--- config.mk ---
export PLATFORM = sky130hd
export DESIGN_NAME = port_vc_arbitration_regs
export DESIGN_NICKNAME = d
export VERILOG_FILES = /design/src/port_vc_arb_pkg.sv /design/src/port_vc_arbitration_regs.sv
export SDC_FILE = /design/constraint.sdc
export NUM_CORES = 1
export LEC_CHECK = 0
export ABC_AREA = 1
export CORE_ASPECT_RATIO = 0.6
export CORE_MARGIN = 4
export CORE_UTILIZATION = 59
export CTS_BUF_LIST = sky130_fd_sc_hd__clkbuf_4 sky130_fd_sc_hd__clkbuf_8
export DETAILED_ROUTE_END_ITERATION = 12
export DONT_BUFFER_PORTS = 1
export PLACE_DENSITY_LB_ADDON = 0.15
export SLEW_MARGIN = 20
export SYNTH_ARGS = -nofsm -noshare
export SYNTH_HDL_FRONTEND = slang
export SYNTH_SLANG_ARGS = --single-unit
--- constraint.sdc ---
create_clock -name pclk -period 2.25 [get_ports pclk]
set_clock_uncertainty 0.15 [all_clocks]
set_input_delay 0 -clock pclk [delete_from_list [all_inputs] [get_ports pclk]]
set_output_delay 0 -clock pclk [all_outputs]
set_load 0.005 [all_outputs]
--- src/port_vc_arb_pkg.sv ---
// Register map, field layout and timing constants of the port VC arbitration register group.
package port_vc_arb_pkg;

  // ==========================================================================
  // Register byte addresses
  localparam logic [11:0] ADDR_VC_CAP_TWO = 12'h148;
  localparam logic [11:0] ADDR_VC_CTRL_STAT = 12'h14c;
  localparam logic [11:0] ADDR_VC_RES_CAP_ZERO = 12'h150;
  localparam logic [11:0] ADDR_VC_ARB_TABLE = 12'h160;
  localparam logic [11:0] ADDR_EXT_VC_COUNT = 12'h170;
  localparam logic [11:0] ADDR_ARB_ACTIVE = 12'h174;

  // ==========================================================================
  // Field positions
  localparam int LOAD_BIT = 0;
  localparam int SEL_LSB = 1;
  localparam int SEL_W = 3;
  localparam int STATUS_BIT = 16;
  localparam int TBL_OFS_LSB = 24;
  localparam int APS_BIT = 14;
  localparam int RSNP_BIT = 15;
  localparam int MTS_LSB = 16;

  // ==========================================================================
  // Read-only values, reset values and select codes
  localparam logic [7:0] VC_ARB_CAP_NONE = 8'h00;
  localparam logic [7:0] VC_ARB_CAP_ONE = 8'h03;
  localparam logic [7:0] VC_TBL_OFS_NONE = 8'h00;
  localparam logic [7:0] VC_TBL_OFS_ONE = 8'h03;
  localparam logic [7:0] PORT_ARB_CAP_ZERO = 8'h09;
  localparam logic [6:0] MAX_TIME_SLOTS = 7'h7f;
  localparam logic [7:0] PORT_TBL_OFS_ZERO = 8'h04;
  localparam logic [2:0] EXT_VC_COUNT_RESET = 3'h0;
  localparam logic [2:0] SEL_RESET = 3'h0;
  localparam logic [2:0] SEL_ROUND_ROBIN = 3'h0;
  localparam logic [2:0] SEL_WRR32 = 3'h1;

  // ==========================================================================
  // Table geometry and load timing
  localparam int WRR_PHASES = 32;
  localparam int PHASE_BITS = 4;
  localparam int TABLE_WORDS = WRR_PHASES * PHASE_BITS / 32;
  localparam int LOAD_CYCLES_PER_WORD = 1;

  typedef enum logic [1:0] {
    ARB_ROUND_ROBIN,
    ARB_WRR32
  } arb_scheme_t;

endpackage : port_vc_arb_pkg

--- src/port_vc_arbitration_regs.sv ---
// Port VC arbitration capability, control and status registers on an APB slave.
//
// Operation
// - A one written to control bit 0 copies the stored VC arbitration table into the active table.
// - The load control bit reads back as zero at all times and from reset.
// - The select field in bits 3:1 resets to zero and any value other than 0 or 1 acts as 0.
// - A software write to any arbitration table entry sets the status flag in bit 16.
// - The status flag clears once the hardware load started by the load bit has finished.
// - Capability bits 7:0 read 00h with no extended VC and 03h with one extended VC.
// - The low-priority group supports fixed round robin and 32-phase weighted round robin.
// - Table offset bits 31:24 read 00h with no extended VC and 03h with one, in 16-byte units.
// - Port arbitration capability of VC resource 0 reads 09h.
// - Bits 14 and 15 of VC resource 0 capability read as zero.
// - Maximum time slots in bits 22:16 read 7Fh.
// - Port arbitration table offset in bits 31:24 of VC resource 0 capability reads 04h.
// - The extended VC count in bits 2:0 selects between the alternative reset values.
`timescale 1ns/10ps
module port_vc_arbitration_regs #(
  parameter int ADDR_W = 12
) (
  // Clock and reset
  input wire logic pclk,
  input wire logic presetn,
  // APB slave
  input wire logic psel,
  input wire logic penable,
  input wire logic pwrite,
  input wire logic [ADDR_W-1:0] paddr,
  input wire logic [31:0] pwdata,
  input wire logic [3:0] pstrb,
  output logic [31:0] prdata,
  output logic pready,
  output logic pslverr,
  // Arbiter side
  output logic [1:0] vc_arb_scheme,
  output logic [31:0] active_table [port_vc_arb_pkg::TABLE_WORDS],
  output logic table_loading
);

  // ==========================================================================
  // Elaboration check
  if (ADDR_W < 12) begin : g_bad_addr
    $error("ADDR_W must be at least 12");
  end

  localparam int TW = port_vc_arb_pkg::TABLE_WORDS;
  localparam int IW = $clog2(TW);

  typedef enum logic [0:0] {
    LD_IDLE,
    LD_COPY
  } load_state_t;

  // ==========================================================================
  // State
  logic [2:0] arb_select;
  logic table_status;
  logic [2:0] ext_vc_count;
  logic [31:0] stored_table [TW];
  load_state_t load_state;
  logic [IW-1:0] load_idx;
  logic [2:0] next_arb_select;
  logic next_table_status;
  logic [2:0] next_ext_vc_count;
  logic [31:0] next_stored_table [TW];
  logic [31:0] next_active_table [TW];
  load_state_t next_load_state;
  logic [IW-1:0] next_load_idx;
  logic [31:0] next_prdata;

  logic access;
  logic wr;
  logic [11:0] addr;
  logic tbl_hit;
  logic [IW-1:0] tbl_idx;
  logic load_req;
  logic load_done;

  function automatic logic [31:0] merge(input logic [31:0] old, input logic [31:0] wd,
                                        input logic [3:0] strb);
    logic [31:0] res;
    res = old;
    for (int b = 0; b < 4; b++) begin
      if (strb[b]) begin
        res[8*b +: 8] = wd[8*b +: 8];
      end
    end
    return res;
  endfunction : merge

  // Reset-value selection by extended VC count; count 1 picks the one-VC value, every other count the no-VC value.
  function automatic logic [7:0] by_ext(input logic [2:0] cnt, input logic [7:0] v0,
                                        input logic [7:0] v1);
    return (cnt == 3'h1) ? v1 : v0;
  endfunction : by_ext

  assign access = psel && penable;
  assign wr = access && pwrite;
  assign addr = paddr[11:0];
  assign tbl_hit = (addr >= port_vc_arb_pkg::ADDR_VC_ARB_TABLE)
    && (addr < port_vc_arb_pkg::ADDR_VC_ARB_TABLE + 12'(4 * TW));
  assign tbl_idx = IW'((addr - port_vc_arb_pkg::ADDR_VC_ARB_TABLE) >> 2);
  assign load_req = wr && (addr == port_vc_arb_pkg::ADDR_VC_CTRL_STAT) && pstrb[0]
    && pwdata[port_vc_arb_pkg::LOAD_BIT];
  assign load_done = (load_state == LD_COPY) && (load_idx == IW'(TW - 1));

  // Every access completes without wait states; unmapped addresses answer zero with no error.
  assign pready = 1'b1;
  assign pslverr = 1'b0;

  // ==========================================================================
  // Next values
  always_comb begin
    next_arb_select = arb_select;
    next_table_status = table_status;
    next_ext_vc_count = ext_vc_count;
    next_stored_table = stored_table;
    next_active_table = active_table;
    next_load_state = load_state;
    next_load_idx = load_idx;
    if (wr && addr == port_vc_arb_pkg::ADDR_VC_CTRL_STAT && pstrb[0]) begin
      next_arb_select = pwdata[port_vc_arb_pkg::SEL_LSB +: port_vc_arb_pkg::SEL_W];
    end
    if (wr && addr == port_vc_arb_pkg::ADDR_EXT_VC_COUNT && pstrb[0]) begin
      next_ext_vc_count = pwdata[2:0];
    end
    unique case (load_state)
      LD_IDLE: begin
        if (load_req) begin
          next_load_state = LD_COPY;
          next_load_idx = '0;
        end
      end
      LD_COPY: begin
        next_active_table[load_idx] = stored_table[load_idx];
        next_load_idx = load_idx + 1'b1;
        if (load_done) begin
          next_load_state = LD_IDLE;
          next_table_status = 1'b0;
        end
      end
    endcase
    // A table write in the finishing cycle keeps the flag set, so set wins over clear.
    if (wr && tbl_hit) begin
      next_stored_table[tbl_idx] = merge(stored_table[tbl_idx], pwdata, pstrb);
      next_table_status = 1'b1;
    end
  end

  // ==========================================================================
  // Read data
  always_comb begin
    next_prdata = 32'h0000_0000;
    if (psel && !penable && !pwrite) begin
      unique case (addr)
        port_vc_arb_pkg::ADDR_VC_CAP_TWO: begin
          next_prdata[7:0] = by_ext(ext_vc_count, port_vc_arb_pkg::VC_ARB_CAP_NONE,
                                    port_vc_arb_pkg::VC_ARB_CAP_ONE);
          next_prdata[port_vc_arb_pkg::TBL_OFS_LSB +: 8] = by_ext(ext_vc_count,
            port_vc_arb_pkg::VC_TBL_OFS_NONE, port_vc_arb_pkg::VC_TBL_OFS_ONE);
        end
        port_vc_arb_pkg::ADDR_VC_CTRL_STAT: begin
          next_prdata[port_vc_arb_pkg::LOAD_BIT] = 1'b0;
          next_prdata[port_vc_arb_pkg::SEL_LSB +: port_vc_arb_pkg::SEL_W] = arb_select;
          next_prdata[port_vc_arb_pkg::STATUS_BIT] = table_status;
        end
        port_vc_arb_pkg::ADDR_VC_RES_CAP_ZERO: begin
          next_prdata[7:0] = port_vc_arb_pkg::PORT_ARB_CAP_ZERO;
          next_prdata[port_vc_arb_pkg::APS_BIT] = 1'b0;
          next_prdata[port_vc_arb_pkg::RSNP_BIT] = 1'b0;
          next_prdata[port_vc_arb_pkg::MTS_LSB +: 7] = port_vc_arb_pkg::MAX_TIME_SLOTS;
          next_prdata[port_vc_arb_pkg::TBL_OFS_LSB +: 8] =
            port_vc_arb_pkg::PORT_TBL_OFS_ZERO;
        end
        port_vc_arb_pkg::ADDR_EXT_VC_COUNT: begin
          next_prdata[2:0] = ext_vc_count;
        end
        port_vc_arb_pkg::ADDR_ARB_ACTIVE: begin
          next_prdata[1:0] = vc_arb_scheme;
          next_prdata[2] = table_loading;
        end
        default: begin
          if (tbl_hit) begin
            next_prdata = stored_table[tbl_idx];
          end
        end
      endcase
    end
  end

  // ==========================================================================
  // Registers
  always_ff @(posedge pclk or negedge presetn) begin
    if (!presetn) begin
      arb_select <= port_vc_arb_pkg::SEL_RESET;
      table_status <= 1'b0;
      ext_vc_count <= port_vc_arb_pkg::EXT_VC_COUNT_RESET;
      stored_table <= '{default: 32'h0000_0000};
      active_table <= '{default: 32'h0000_0000};
      load_state <= LD_IDLE;
      load_idx <= '0;
      prdata <= 32'h0000_0000;
    end else begin
      arb_select <= next_arb_select;
      table_status <= next_table_status;
      ext_vc_count <= next_ext_vc_count;
      stored_table <= next_stored_table;
      active_table <= next_active_table;
      load_state <= next_load_state;
      load_idx <= next_load_idx;
      prdata <= next_prdata;
    end
  end

  // Read data is captured at the setup edge, so it stands through the whole access phase.
  // A status change at that same edge shows only on the next read of the word.
  // Selection is decoded combinationally so the arbiters see a legal scheme at once.
  always_comb begin
    if (arb_select == port_vc_arb_pkg::SEL_WRR32) begin
      vc_arb_scheme = port_vc_arb_pkg::ARB_WRR32;
    end else begin
      vc_arb_scheme = port_vc_arb_pkg::ARB_ROUND_ROBIN;
    end
  end
  assign table_loading = (load_state == LD_COPY);

  // ==========================================================================
  // Checks
  property p_load_starts;
    @(posedge pclk) disable iff (!presetn)
      (load_req && load_state == LD_IDLE) |=> table_loading;
  endproperty
  a_load_starts: assert property (p_load_starts) else $error("load did not start");

  property p_load_reads_zero;
    @(posedge pclk) disable iff (!presetn)
      (access && !pwrite && addr == port_vc_arb_pkg::ADDR_VC_CTRL_STAT) |-> !prdata[0];
  endproperty
  a_load_reads_zero: assert property (p_load_reads_zero) else $error("load bit read one");

  property p_sel_default;
    @(posedge pclk) disable iff (!presetn)
      (arb_select > port_vc_arb_pkg::SEL_WRR32) |->
      vc_arb_scheme == port_vc_arb_pkg::ARB_ROUND_ROBIN;
  endproperty
  a_sel_default: assert property (p_sel_default) else $error("illegal select not default");

  property p_status_set;
    @(posedge pclk) disable iff (!presetn)
      (wr && tbl_hit) |=> table_status;
  endproperty
  a_status_set: assert property (p_status_set) else $error("status not set by write");

  property p_status_clear;
    @(posedge pclk) disable iff (!presetn)
      (load_done && !(wr && tbl_hit)) |=> !table_status && !table_loading;
  endproperty
  a_status_clear: assert property (p_status_clear) else $error("status not cleared");

  property p_load_bounded;
    @(posedge pclk) disable iff (!presetn)
      $rose(table_loading) |-> ##[1:8] !table_loading;
  endproperty
  a_load_bounded: assert property (p_load_bounded) else $error("load never finished");

  property p_cap_two;
    @(posedge pclk) disable iff (!presetn)
      (access && !pwrite && addr == port_vc_arb_pkg::ADDR_VC_CAP_TWO && ext_vc_count == 3'h1)
      |-> prdata == 32'h0300_0003;
  endproperty
  a_cap_two: assert property (p_cap_two) else $error("capability two wrong");

  property p_res_cap;
    @(posedge pclk) disable iff (!presetn)
      (access && !pwrite && addr == port_vc_arb_pkg::ADDR_VC_RES_CAP_ZERO)
      |-> prdata == 32'h047f_0009;
  endproperty
  a_res_cap: assert property (p_res_cap) else $error("resource capability wrong");

  property p_unmapped_zero;
    @(posedge pclk) disable iff (!presetn)
      (access && !pwrite && addr == 12'h000) |-> prdata == 32'h0000_0000;
  endproperty
  a_unmapped_zero: assert property (p_unmapped_zero) else $error("unmapped read nonzero");

endmodule : port_vc_arbitration_regs

==> out/metrics.cfg, run 1 <==
[worst_setup_path]
worstPathRequired_ns=2.56
cp-endpoint=prdata[24]
path_cells=inv_1 -> nand2_1 -> dlygate4sd3_1 -> nor2_1 -> o21ai_0 -> nand3_1 -> nand2_1 -> nand2_1 -> dlygate4sd3_1 -> nor2_1
worstReg2RegEnd=stored_table[65]
arrival_ns=2.51
crit_family=buffers and inverters
crit_path_max_fanout=5
worst-path-buf-inv=3
cp_slowest_stage_delay_ns=0.72
path_common_cell=nand2_1
cp.depth=10
end_kind=flop
path_class=input pin to flop
cp-startpoint=paddr[3]
reg2reg_from=stored_table[97]
reg2reg_slack_ns=0.14
crit_path_top_delay_cell=dlygate4sd3_1
ff2ff_path_depth=5
worstSetupStartpointType=input pin

[timing]
setup_ws_ns=0.0413
worst_slew_pin_slew_ns=0.756
relSlewSlack_pct=49.5
period_needed_ns=2.21
hold_violations=298
setup-tns-final_ns=0
holdWs_ns=-0.984
setup_viol=0
slew_viol_final=0
finalCritPeriodShare_pct=98.2
fmax_ghz=0.453

[grt]
first_global_vias=10531
gr-max-usage-layer=met2
grt_use_met1_pct=43.3
overflow=0
met2_usage_pct=44.7
antenna_found_initial=2
use_met3_pct=8.37
grt_pass1_wl_um=57800
grt_max_degree=299
track_usage_pct=29.9

[logic_synthesis]
synthesis.instances=1474
ys_ff_latch=298
yosysTopAreaCell=dfrtp_1
ys_seq_area_share_pct=57.8
synthTopCellsByArea=dfrtp_1 (58%), nand2_1 (15%), o21ai_0 (6.8%), o21ai_1 (4.7%), a21oi_1 (2.8%)
yosysMostFrequentCell=nand2_1
yosysUniqueCellTypes=31
syn_area_um2=12900
avgSynthCellArea_um2=8.76
synth_edf_count=0
synthArstFlopShare_pct=100
netlist_top_cells_count=nand2_1 (499), dfrtp_1 (298), o21ai_0 (175)
synth-main-ff-cell=dfrtp_1
ys_warn_count=0
synth_top_area_share_pct=57.8

[outcome]
outcome=finished, violations left
violations=hold timing

[clock_network]
cts_tree=done
cts.clk_slew.worst_paths_ns=0.06
htree_levels=2
cts_num_sinks=298
cts_buffers=43
hold_buffers=75
clock_path_buffers=3
ctsRootBufferMaster=clkbuf_8
clock_latency_ns=0.55

[flow_run]
max_cap_violations=0

[floorplanning]
num_rows=41
chipWidth_um=199
die_y_um=123
dieArea_um2=24400
initial_utilization_pct=60.8
core_um2=21200
io_pins=218

[routing]
dr.first_iter.drc_count=1204
drt-pass1-iter-count=6
avgViaCountPerCell=5.91
vias=10889
wl_per_cell_um=19.8
drc=0
drt_wl_total_um=36500
ant_nets=0

[cells_and_area]
fin_area_um2=14800
nFillCells=1626
final_net_count=1589
drive_above_1_share_pct=8.26
syn_to_final_growth_pct=14.9

[min_path]
hold_path_class=input pin to asynchronous set/reset pin

[placement]
io_buffers=0
place_ws_ns=0.364
place_area_um2=13100
gp_congestion=0.936
dp_hpwl_um=23000

[pwr]
leakage_uw=0.00668
max-vdd-ir-drop_mv=0.506
finalPower_uw=10400
p_per_area_nw_per_um2=699

-- placed cells by master (no fill, tap or decap), types with 3 or more instances in the layout --
cell	count
nand2_4	4
bufinv_16	3
nor2_1	48
a22oi_1	15
clkinv_2	9
a32o_1	28
clkinv_1	3
dfrtp_1	297
o21ai_1	121
o21ai_0	175
buf_4	20
clkbuf_4	11
conb_1	3
nor2_2	7
dlygate4sd3_1	73
nand2_1	495
inv_2	4
nand3_1	40
ha_1	4
clkbuf_8	50
o21bai_1	11
a21oi_1	71
mux2i_1	4
buf_12	7
nand2_2	4
inv_1	34
nand3b_1	4
-- area by class of cell --
| type | count | area (um2) | area share, % |
|---|---|---|---|
| antenna | 2 | 5.00 | 0.0337 |
| clock buffer | 61 | 771 | 5.20 |
| clock inverter | 13 | 143 | 0.962 |
| inverter | 42 | 161 | 1.09 |
| multi-input combinational | 1046 | 4910 | 33.1 |
| sequential | 298 | 7460 | 50.3 |
| tap | 279 | 349 | 2.35 |
| timing repair buffer | 101 | 1030 | 6.97 |
-- kinds of logic (layout without fill, tap and decap cells) --
| kind of cell | count (synthesis) | count (layout) | synth area share, % |
|---|---|---|---|
| and+or+nand+nor | 612 | 612 | 19.0 |
| AOI/OAI and AO/OA | 423 | 423 | 18.0 |
| DFF | 298 | 298 | 57.8 |
| buffers and inverters | 131 | 217 | 4.49 |
| adders and majority gates | 4 | 4 | 0.388 |
| muxes | 4 | 4 | 0.310 |
| other | 2 | 5 | 0.0582 |
-- worst register-to-register path, cell delays in order (launching register included) --
cell and delay, ns:
dfrtp_1 0.41, a22oi_1 0.20, dlygate4sd3_1 0.59, nand3_1 0.10, o21ai_0 0.39, o21ai_0 0.13
-- metrics by stage --
stage | instances | utilization [%]
2_1_floorplan | 1475 | -
3_3_place_gp | 1689 | 61.8
3_5_place_dp | 1689 | 61.8
4_1_cts | 1838 | 69.6
5_1_grt | 1842 | 69.8
6_report | 1842 | 69.8
-- worst min path at each step --
stage                             endpoint  slack (ns)  cells after the start
after global placement          prdata[19]       -0.44                      0
after global routing      active_table[24]       -1.04                      0
after detailed placement        prdata[19]       -0.44                      0
after CTS                 stored_table[83]       -1.03                      0
final                           prdata[18]       -0.98                      0
after floorplan            active_table[0]       -0.45                      0
-- power by group --
part           internal [uW]  switching [uW]
sequential              5370            7.70
clock                   2560            2060
combinational            145             233
total                   8070            2300
-- what timing repair did --
| item | CTS | global route |
|---|---|---|
| gates resized for setup | 0 | 9 |
| hold endpoints to repair | 462 | 298 |
| buffers inserted | 0 | 3 |
| endpoints found under the setup margin | 0 | 28 |
-- registers in the layout (all words and copies together), names as in the netlist --
| register | count |
|---|---|
| table_status | 1 |
| active_table | 128 |
| ext_vc_count | 3 |
| table_loading | 1 |
| prdata | 32 |
| load_idx | 2 |
| stored_table | 128 |
| arb_select | 3 |
-- layer usage --
layer | vias up | share of wire, %
met3 | 84 | 9.1
li1 | 5044 | -
met5 | - | 0
met4 | 0 | 2.7
met1 | 5223 | 44
met2 | 538 | 44
(Power assumes the default switching activity.)
==> inputs of run 2 (changes only) <==
--- a/config.mk
+++ b/config.mk
@@ -6,6 +6,7 @@
 export NUM_CORES = 1
 export LEC_CHECK = 0
 export ABC_AREA = 1
+export CAP_MARGIN = 20
 export CORE_ASPECT_RATIO = 0.6
 export CORE_MARGIN = 4
 export CORE_UTILIZATION = 59
==> constraint.sdc (replaced) <==
create_clock -name pclk -period 2.6 [get_ports pclk]
set_clock_uncertainty 0.15 [all_clocks]
set_input_delay 0 -clock pclk [delete_from_list [all_inputs] [get_ports pclk]]
set_output_delay 0 -clock pclk [all_outputs]
set_load 0.005 [all_outputs]
==> run 2 against run 1 <==
Highest routed layer unchanged. Routed wire length is 0.87% lower. Sequential power down 13%. Critical endpoint is now prdata[25]. Via count fell by 1.7%. Global-route usage is 0.74 points lower. Largest power group unchanged. Combinational power is 16% lower. Largest cell class unchanged. Total power shrank 14%. Cell area down 0.97%. Utilization fell by 0.68 points. Final cell count is 0.71% lower. Register-to-register slack better by 0.37 ns. Critical path type unchanged. The flow still finishes with violations (hold timing).
==> out/metrics.cfg, run 2 (same netlist as run 1, synthesis figures left out) <==
[grt]
grt_pass1_wl_um=56000  ; -3.2%
track_usage_pct=29.2  ; -0.74 points
antenna_found_initial=3  ; +1
overflow=0  ; unchanged
first_global_vias=10071  ; -4.4%
grt_max_degree=299  ; unchanged

[routing]
drc=0  ; unchanged
avgViaCountPerCell=5.85  ; -0.99%
wl_met2_um=16200  ; -0.22%
wl_met3_um=3400  ; +2.2%
ant_nets=0  ; unchanged
drt-met1-wl_um=15700  ; -2.0%
drt_wl_total_um=36200  ; -0.87%
dr.first_iter.drc_count=1146  ; -4.8%
drt-pass1-iter-count=5  ; -1
vias=10705  ; -1.7%
wl_per_cell_um=19.8  ; -0.17%
top_layer_used=met4

[floorplanning]
die_y_um=123  ; unchanged
initial_utilization_pct=60.8  ; unchanged
dieArea_um2=24400  ; unchanged
core_um2=21200  ; unchanged
num_rows=41  ; unchanged
io_pins=218  ; unchanged
chipWidth_um=199  ; unchanged

[timing]
hold_violations=298  ; unchanged
worst_slew_pin_slew_ns=0.843  ; +0.0863 ns
relSlewSlack_pct=43.8  ; -5.7 points
finalCritPeriodShare_pct=99.6
slew_viol_final=0  ; unchanged
holdWs_ns=-1.02  ; -0.0355 ns
fmax_ghz=0.386
period_needed_ns=2.59
setup_viol=0  ; unchanged

[worst_setup_path]
worstSetupStartpointType=input pin
crit_family=buffers and inverters
arrival_ns=2.89  ; +0.38 ns
cp-startpoint=paddr[7]
path_common_cell=nand2_1
crit_path_max_fanout=5  ; unchanged
path_cells=dlygate4sd3_1 -> inv_1 -> nand2_1 -> nor2_1 -> dlygate4sd3_1 -> nand2_1 -> nor2_2 -> nor2_1 -> nand3_2 -> nand2_1 -> nand2_1 -> dlygate4sd3_1 -> nor2_1
path_class=input pin to flop
ff2ff_path_depth=6  ; +1
crit_path_top_delay_cell=dlygate4sd3_1
worstReg2RegEnd=prdata[25]
reg2reg_from=ext_vc_count[1]
worst-path-buf-inv=4  ; +1
end_kind=flop
worstPathRequired_ns=2.90  ; +0.34 ns
cp.depth=13  ; +3
cp_slowest_stage_delay_ns=0.59  ; -0.13 ns
cp-endpoint=prdata[25]
reg2reg_slack_ns=0.51  ; +0.37 ns

[outcome]
violations=hold timing
outcome=finished, violations left

[clock_network]
clock_path_buffers=3  ; unchanged
htree_levels=2  ; unchanged
cts.clk_slew.worst_paths_ns=0.07  ; about the same
cts_num_sinks=298  ; unchanged
cts_tree=done
hold_buffers=69  ; -8.0%
cts_buffers=43  ; unchanged
ctsRootBufferMaster=clkbuf_8
clock_latency_ns=0.57  ; +0.02 ns

[cells_and_area]
syn_to_final_growth_pct=13.8
multi_input_area_um2=4950  ; +0.89%
fin_area_um2=14700  ; -0.97%
fin_cells=1829  ; -0.71%
drive_above_1_share_pct=7.82  ; -0.45 points
final_cell_mix=nand2_1 (494), dfrtp_1 (297), o21ai_0 (175)
final_util_pct=69.2  ; -0.68 points
final_net_count=1574  ; -0.94%
ff_latch_area_um2=7460  ; unchanged
largest_registers=active_table: 128 flops, stored_table: 128 flops, prdata: 32 flops
nFillCells=1656  ; +1.8%
final_common_cell=nand2_1

[placement]
dp_hpwl_um=22200  ; -3.4%
dp_cells=1681  ; -0.47%
place_area_um2=13000  ; -0.84%
io_buffers=0  ; unchanged
gp_congestion=0.944  ; +0.91%

[flow_run]
max_cap_violations=0  ; unchanged

[pwr]
max-vdd-ir-drop_mv=0.411  ; -19%
p_per_area_nw_per_um2=604  ; -14%
leakage_uw=0.00653  ; -2.2%
finalPower_uw=8870  ; -14%

[min_path]
hold_path_class=input pin to asynchronous set/reset pin

run 2: cell count changes in the layout (fill, tap and decap cells not counted), moves of 2 or more:
cell and change:
clkinv_2 -7, clkbuf_8 +4, a21oi_2 -2, buf_4 -6
dlygate4sd3_1 -5, nand2_8 +4, buf_12 -4, bufinv_16 -3
a21oi_1 +2, clkbuf_4 +7, nand2_4 -4
run 2: worst min-delay path by stage:
stage / from / slack [ns] / depth (start not counted) / to
after floorplan: presetn / -0.45 / 0 / active_table[0]
after global placement: presetn / -0.44 / 0 / prdata[19]
after detailed placement: presetn / -0.44 / 0 / prdata[21]
after CTS: presetn / -1.05 / 0 / prdata[14]
after global routing: presetn / -1.06 / 0 / prdata[19]
final: presetn / -1.02 / 0 / prdata[0]
run 2: layout make-up:
cell class | count | share of cell area [%]
diodes | 2 | 0.0341
clock buffers | 72 | 5.98
clock inverters | 4 | 0.179
inverters | 42 | 1.07
multi-input cells | 1046 | 33.7
flip-flops and latches | 298 | 50.8
well taps | 279 | 2.38
repair buffers | 86 | 5.84
run 2: timing repair:
action,in CTS,in global routing
buffers inserted,0,1
hold endpoints to repair,468,298
setup endpoints to repair,0,134
gates resized for setup,0,14
run 2: stage by stage:
step | setup slack [ns] | TNS [ns]
3_5_place_dp | 0.510 | 0
5_1_grt | -0.0128 | -0.0250
4_1_cts | 0.00605 | 0
3_3_place_gp | 0.605 | 0
6_report | 0.00946 | 0
2_1_floorplan | 0.707 | 0
run 2: per-layer routing:
metal	vias up	track usage, %
met2	502	42.6
met1	5129	42.2
met5	-	0
li1	5003	-
met3	71	8.26
met4	0	10.7
run 2: report_power, final:
part	internal (uW)	switching, uW	leakage, uW	total, uW
combinational	112	204	0.00190	316
clock	2130	1780	0.000484	3900
sequential	4640	6.78	0.00415	4650
total	6880	1990	0.00653	8870
==> inputs of run 3 (changes only) <==
--- a/config.mk
+++ b/config.mk
@@ -5,7 +5,7 @@
 export SDC_FILE = /design/constraint.sdc
 export NUM_CORES = 1
 export LEC_CHECK = 0
-export ABC_AREA = 1
+export ABC_AREA = 0
 export CAP_MARGIN = 20
 export CORE_ASPECT_RATIO = 0.6
 export CORE_MARGIN = 4
@@ -13,7 +13,7 @@
 export CTS_BUF_LIST = sky130_fd_sc_hd__clkbuf_4 sky130_fd_sc_hd__clkbuf_8
 export DETAILED_ROUTE_END_ITERATION = 12
 export DONT_BUFFER_PORTS = 1
-export PLACE_DENSITY_LB_ADDON = 0.15
+export PLACE_DENSITY = 0.75
 export SLEW_MARGIN = 20
 export SYNTH_ARGS = -nofsm -noshare
 export SYNTH_HDL_FRONTEND = slang
==> run 3 against run 2 <==
The run ends with hold timing, setup timing left. Register-to-register slack worse by 0.46 ns. Maximum frequency down 1.6%. Global-route usage up 0.33 points. Worst setup slack worse by 0.041 ns. Cell area up 7.4%. Via count down 18%. Critical path type unchanged. Largest cell class unchanged.
==> out/metrics.cfg, run 3 <==
[grt]
grt_pass1_wl_um=55300  ; -1.2%
first_global_vias=9456  ; -6.1%
antenna_found_initial=3  ; unchanged
overflow=0  ; unchanged
track_usage_pct=29.5  ; +0.33 points
grt_max_degree=299  ; unchanged

[cells_and_area]
fin_area_um2=15800  ; +7.4%
final_net_count=1141  ; -28%
nFillCells=1356  ; -18%
final_common_cell=dfrtp_1
final_util_pct=73.9  ; +4.8 points
syn_to_final_growth_pct=20.9
drive_above_1_share_pct=32.8  ; +25 points
final_cell_mix=dfrtp_1 (295), mux2_2 (165), dlygate4sd3_1 (124)
largest_registers=active_table: 128 flops, stored_table: 128 flops, prdata: 32 flops

[pwr]
max-vdd-ir-drop_mv=0.338  ; -18%
p_per_area_nw_per_um2=571  ; -5.5%
finalPower_uw=9000  ; +1.5%
leakage_uw=0.00771  ; +18%

[timing]
worst_slew_pin_slew_ns=0.757  ; -0.0859 ns
fmax_ghz=0.380  ; -1.6%
holdWs_ns=-1.02  ; -0.00529 ns
period_needed_ns=2.63  ; +0.0409 ns
setup-tns-final_ns=-0.0314  ; -0.0314 ns
finalCritPeriodShare_pct=101  ; +1.6 points
relSlewSlack_pct=49.4  ; +5.6 points
setup_viol=1  ; +1
slew_viol_final=0  ; unchanged
hold_violations=298  ; unchanged
setup_ws_ns=-0.0314  ; -0.0409 ns

[worst_setup_path]
worstSetupStartpointType=input pin
path_class=input pin to flop
reg2reg_slack_ns=0.05  ; -0.46 ns
cp_slowest_stage_delay_ns=1.03  ; +0.44 ns
path_common_cell=dlygate4sd3_1
crit_path_top_delay_cell=dlygate4sd3_1
crit_path_max_fanout=10  ; +5
arrival_ns=2.99  ; +0.10 ns
worstPathRequired_ns=2.95  ; +0.05 ns
path_cells=dlygate4sd3_1 -> nand4_1 -> nor4_2 -> buf_4 -> nand2_1 -> dlygate4sd3_1 -> o21ai_0 -> dlygate4sd3_1
end_kind=flop

[clock_network]
clock_path_buffers=3  ; unchanged
cts_num_sinks=298  ; unchanged
cts_tree=done
cts.clk_slew.worst_paths_ns=0.08  ; about the same
htree_levels=2  ; unchanged
ctsRootBufferMaster=clkbuf_8
cts_buffers=42  ; -2.3%
clock_latency_ns=0.57  ; about the same

[routing]
wl_per_cell_um=25.4  ; +28%
vias=8789  ; -18%
drt_wl_total_um=35500  ; -1.8%
dr.first_iter.drc_count=894  ; -22%
avgViaCountPerCell=6.29  ; +7.4%
ant_nets=0  ; unchanged
drc=0  ; unchanged
drt-pass1-iter-count=5  ; unchanged

[logic_synthesis]
synth_top_area_share_pct=57.2  ; -0.60 points
netlist_top_cells_count=dfrtp_1 (298), mux2_2 (165), a21oi_1 (109)
synth-main-ff-cell=dfrtp_1
synthArstFlopShare_pct=100  ; unchanged
synthesis.instances=939  ; -36%
ys_warn_count=0  ; unchanged
syn_area_um2=13000  ; +1.0%
yosysUniqueCellTypes=42  ; +35%
yosysTopAreaCell=dfrtp_1
yosysMostFrequentCell=dfrtp_1
synthTopCellsByArea=dfrtp_1 (57%), mux2_2 (14%), mux4_2 (11%), a21oi_1 (4.2%), nor2_1 (2.9%)
synth_edf_count=0  ; unchanged
avgSynthCellArea_um2=13.9  ; +59%
ys_ff_latch=298  ; unchanged
ys_seq_area_share_pct=57.2  ; -0.60 points

[flow_run]
max_cap_violations=0  ; unchanged

[placement]
io_buffers=0  ; unchanged
place_area_um2=13400  ; +3.1%
gp_congestion=0.826  ; -13%
dp_hpwl_um=21000  ; -5.6%

[min_path]
hold_path_class=input pin to asynchronous set/reset pin

[outcome]
violations=hold timing, setup timing
outcome=finished, violations left

[floorplanning]
die_y_um=123  ; +0.49%
num_rows=41  ; unchanged
dieArea_um2=24600  ; +0.99%
chipWidth_um=200  ; +0.50%
initial_utilization_pct=61.1  ; +0.34 points
core_um2=21300  ; +0.48%
io_pins=218  ; unchanged

-- run 3: cell types whose count changed after synthesis, sizes merged, moves of 15 or more --
cell    delta
nand2    -485
o21ai    -292
mux2     +165
mux4      +64
nor2      +43
a21oi     +36
nand3     -33
inv       -32
mux2i     +30
clkbuf    -29
a32o      -28
nor2b     +22
a22oi     -15
-- run 3: critical path: cells and delay by family --
family / cells / cell delay (ns)
AND/OR/NAND/NOR: 3 / 0.54
buffers and inverters: 4 / 2.36
AO/OA/AOI/OAI: 1 / 0.08
-- run 3: worst paths after layout --
check                                  start                 to  depth (start not counted)
setup / recovery                    pstrb[0]      arb_select[1]                          8
hold / removal                       presetn   active_table[73]                          0
setup reg to reg           stored_table[112]   stored_table[80]                          5
hold reg to reg                 table_status       table_status                          1
max in group asynchronous            presetn  active_table[100]                          0
min in group pclk                   paddr[3]         prdata[13]                          4
-- run 3: logic make-up (layout without fill, tap and decap cells) --
kind of cell    count (synthesis)  in the layout  synth area share [%]
compound gates                125            125                  5.09
simple gates                  179            179                  6.95
flops                         298            298                  57.2
other cells                     2              5                0.0576
fa+ha+maj                       4              4                 0.384
buf+inv                        67            244                  2.37
mux                           263            263                  27.9
xor+xnor                        1              1                0.0672
-- run 3: final cells by class --
cell class	instances	area [um2]	share of cell area, %
flip-flops and latches	298	7460	47.3
repair buffers	161	1650	10.5
clock inverters	6	63.8	0.405
clock buffers	71	877	5.56
multi-input cells	575	5350	33.9
inverters	6	22.5	0.143
well taps	279	349	2.21
diodes	2	5.00	0.0317
-- run 3: per-layer routing --
layer	wire length [um]	global-route usage (%)
met1	15700	43.8
met2	16000	43.9
met3	3260	8.33
met4	646	7.29
met5	8	0
-- run 3: where the power goes --
part	internal (uW)	leakage (uW)	total, uW	switching, uW
logic	151	0.00306	305	154
registers	4650	0.00415	4660	13.0
clock network	2230	0.000496	4030	1800
total	7030	0.00771	9000	1970
-- run 3: what timing repair did --
action,4_1_cts,5_1_grt
resized for setup,0,8
setup endpoints to repair,0,22
hold buffers,132,1
hold endpoints to repair,468,299
setup buffers,0,2
-- run 3: metrics by stage --
stage	hold slack [ns]	cells	worst slack, ns
6_report	-1.02	1398	-0.0314
5_1_grt	-1.07	1398	-0.000139
4_1_cts	-1.06	1395	0.00968
3_5_place_dp	-0.439	1186	0.414
3_3_place_gp	-0.439	1186	0.457
2_1_floorplan	-0.446	940	0.170
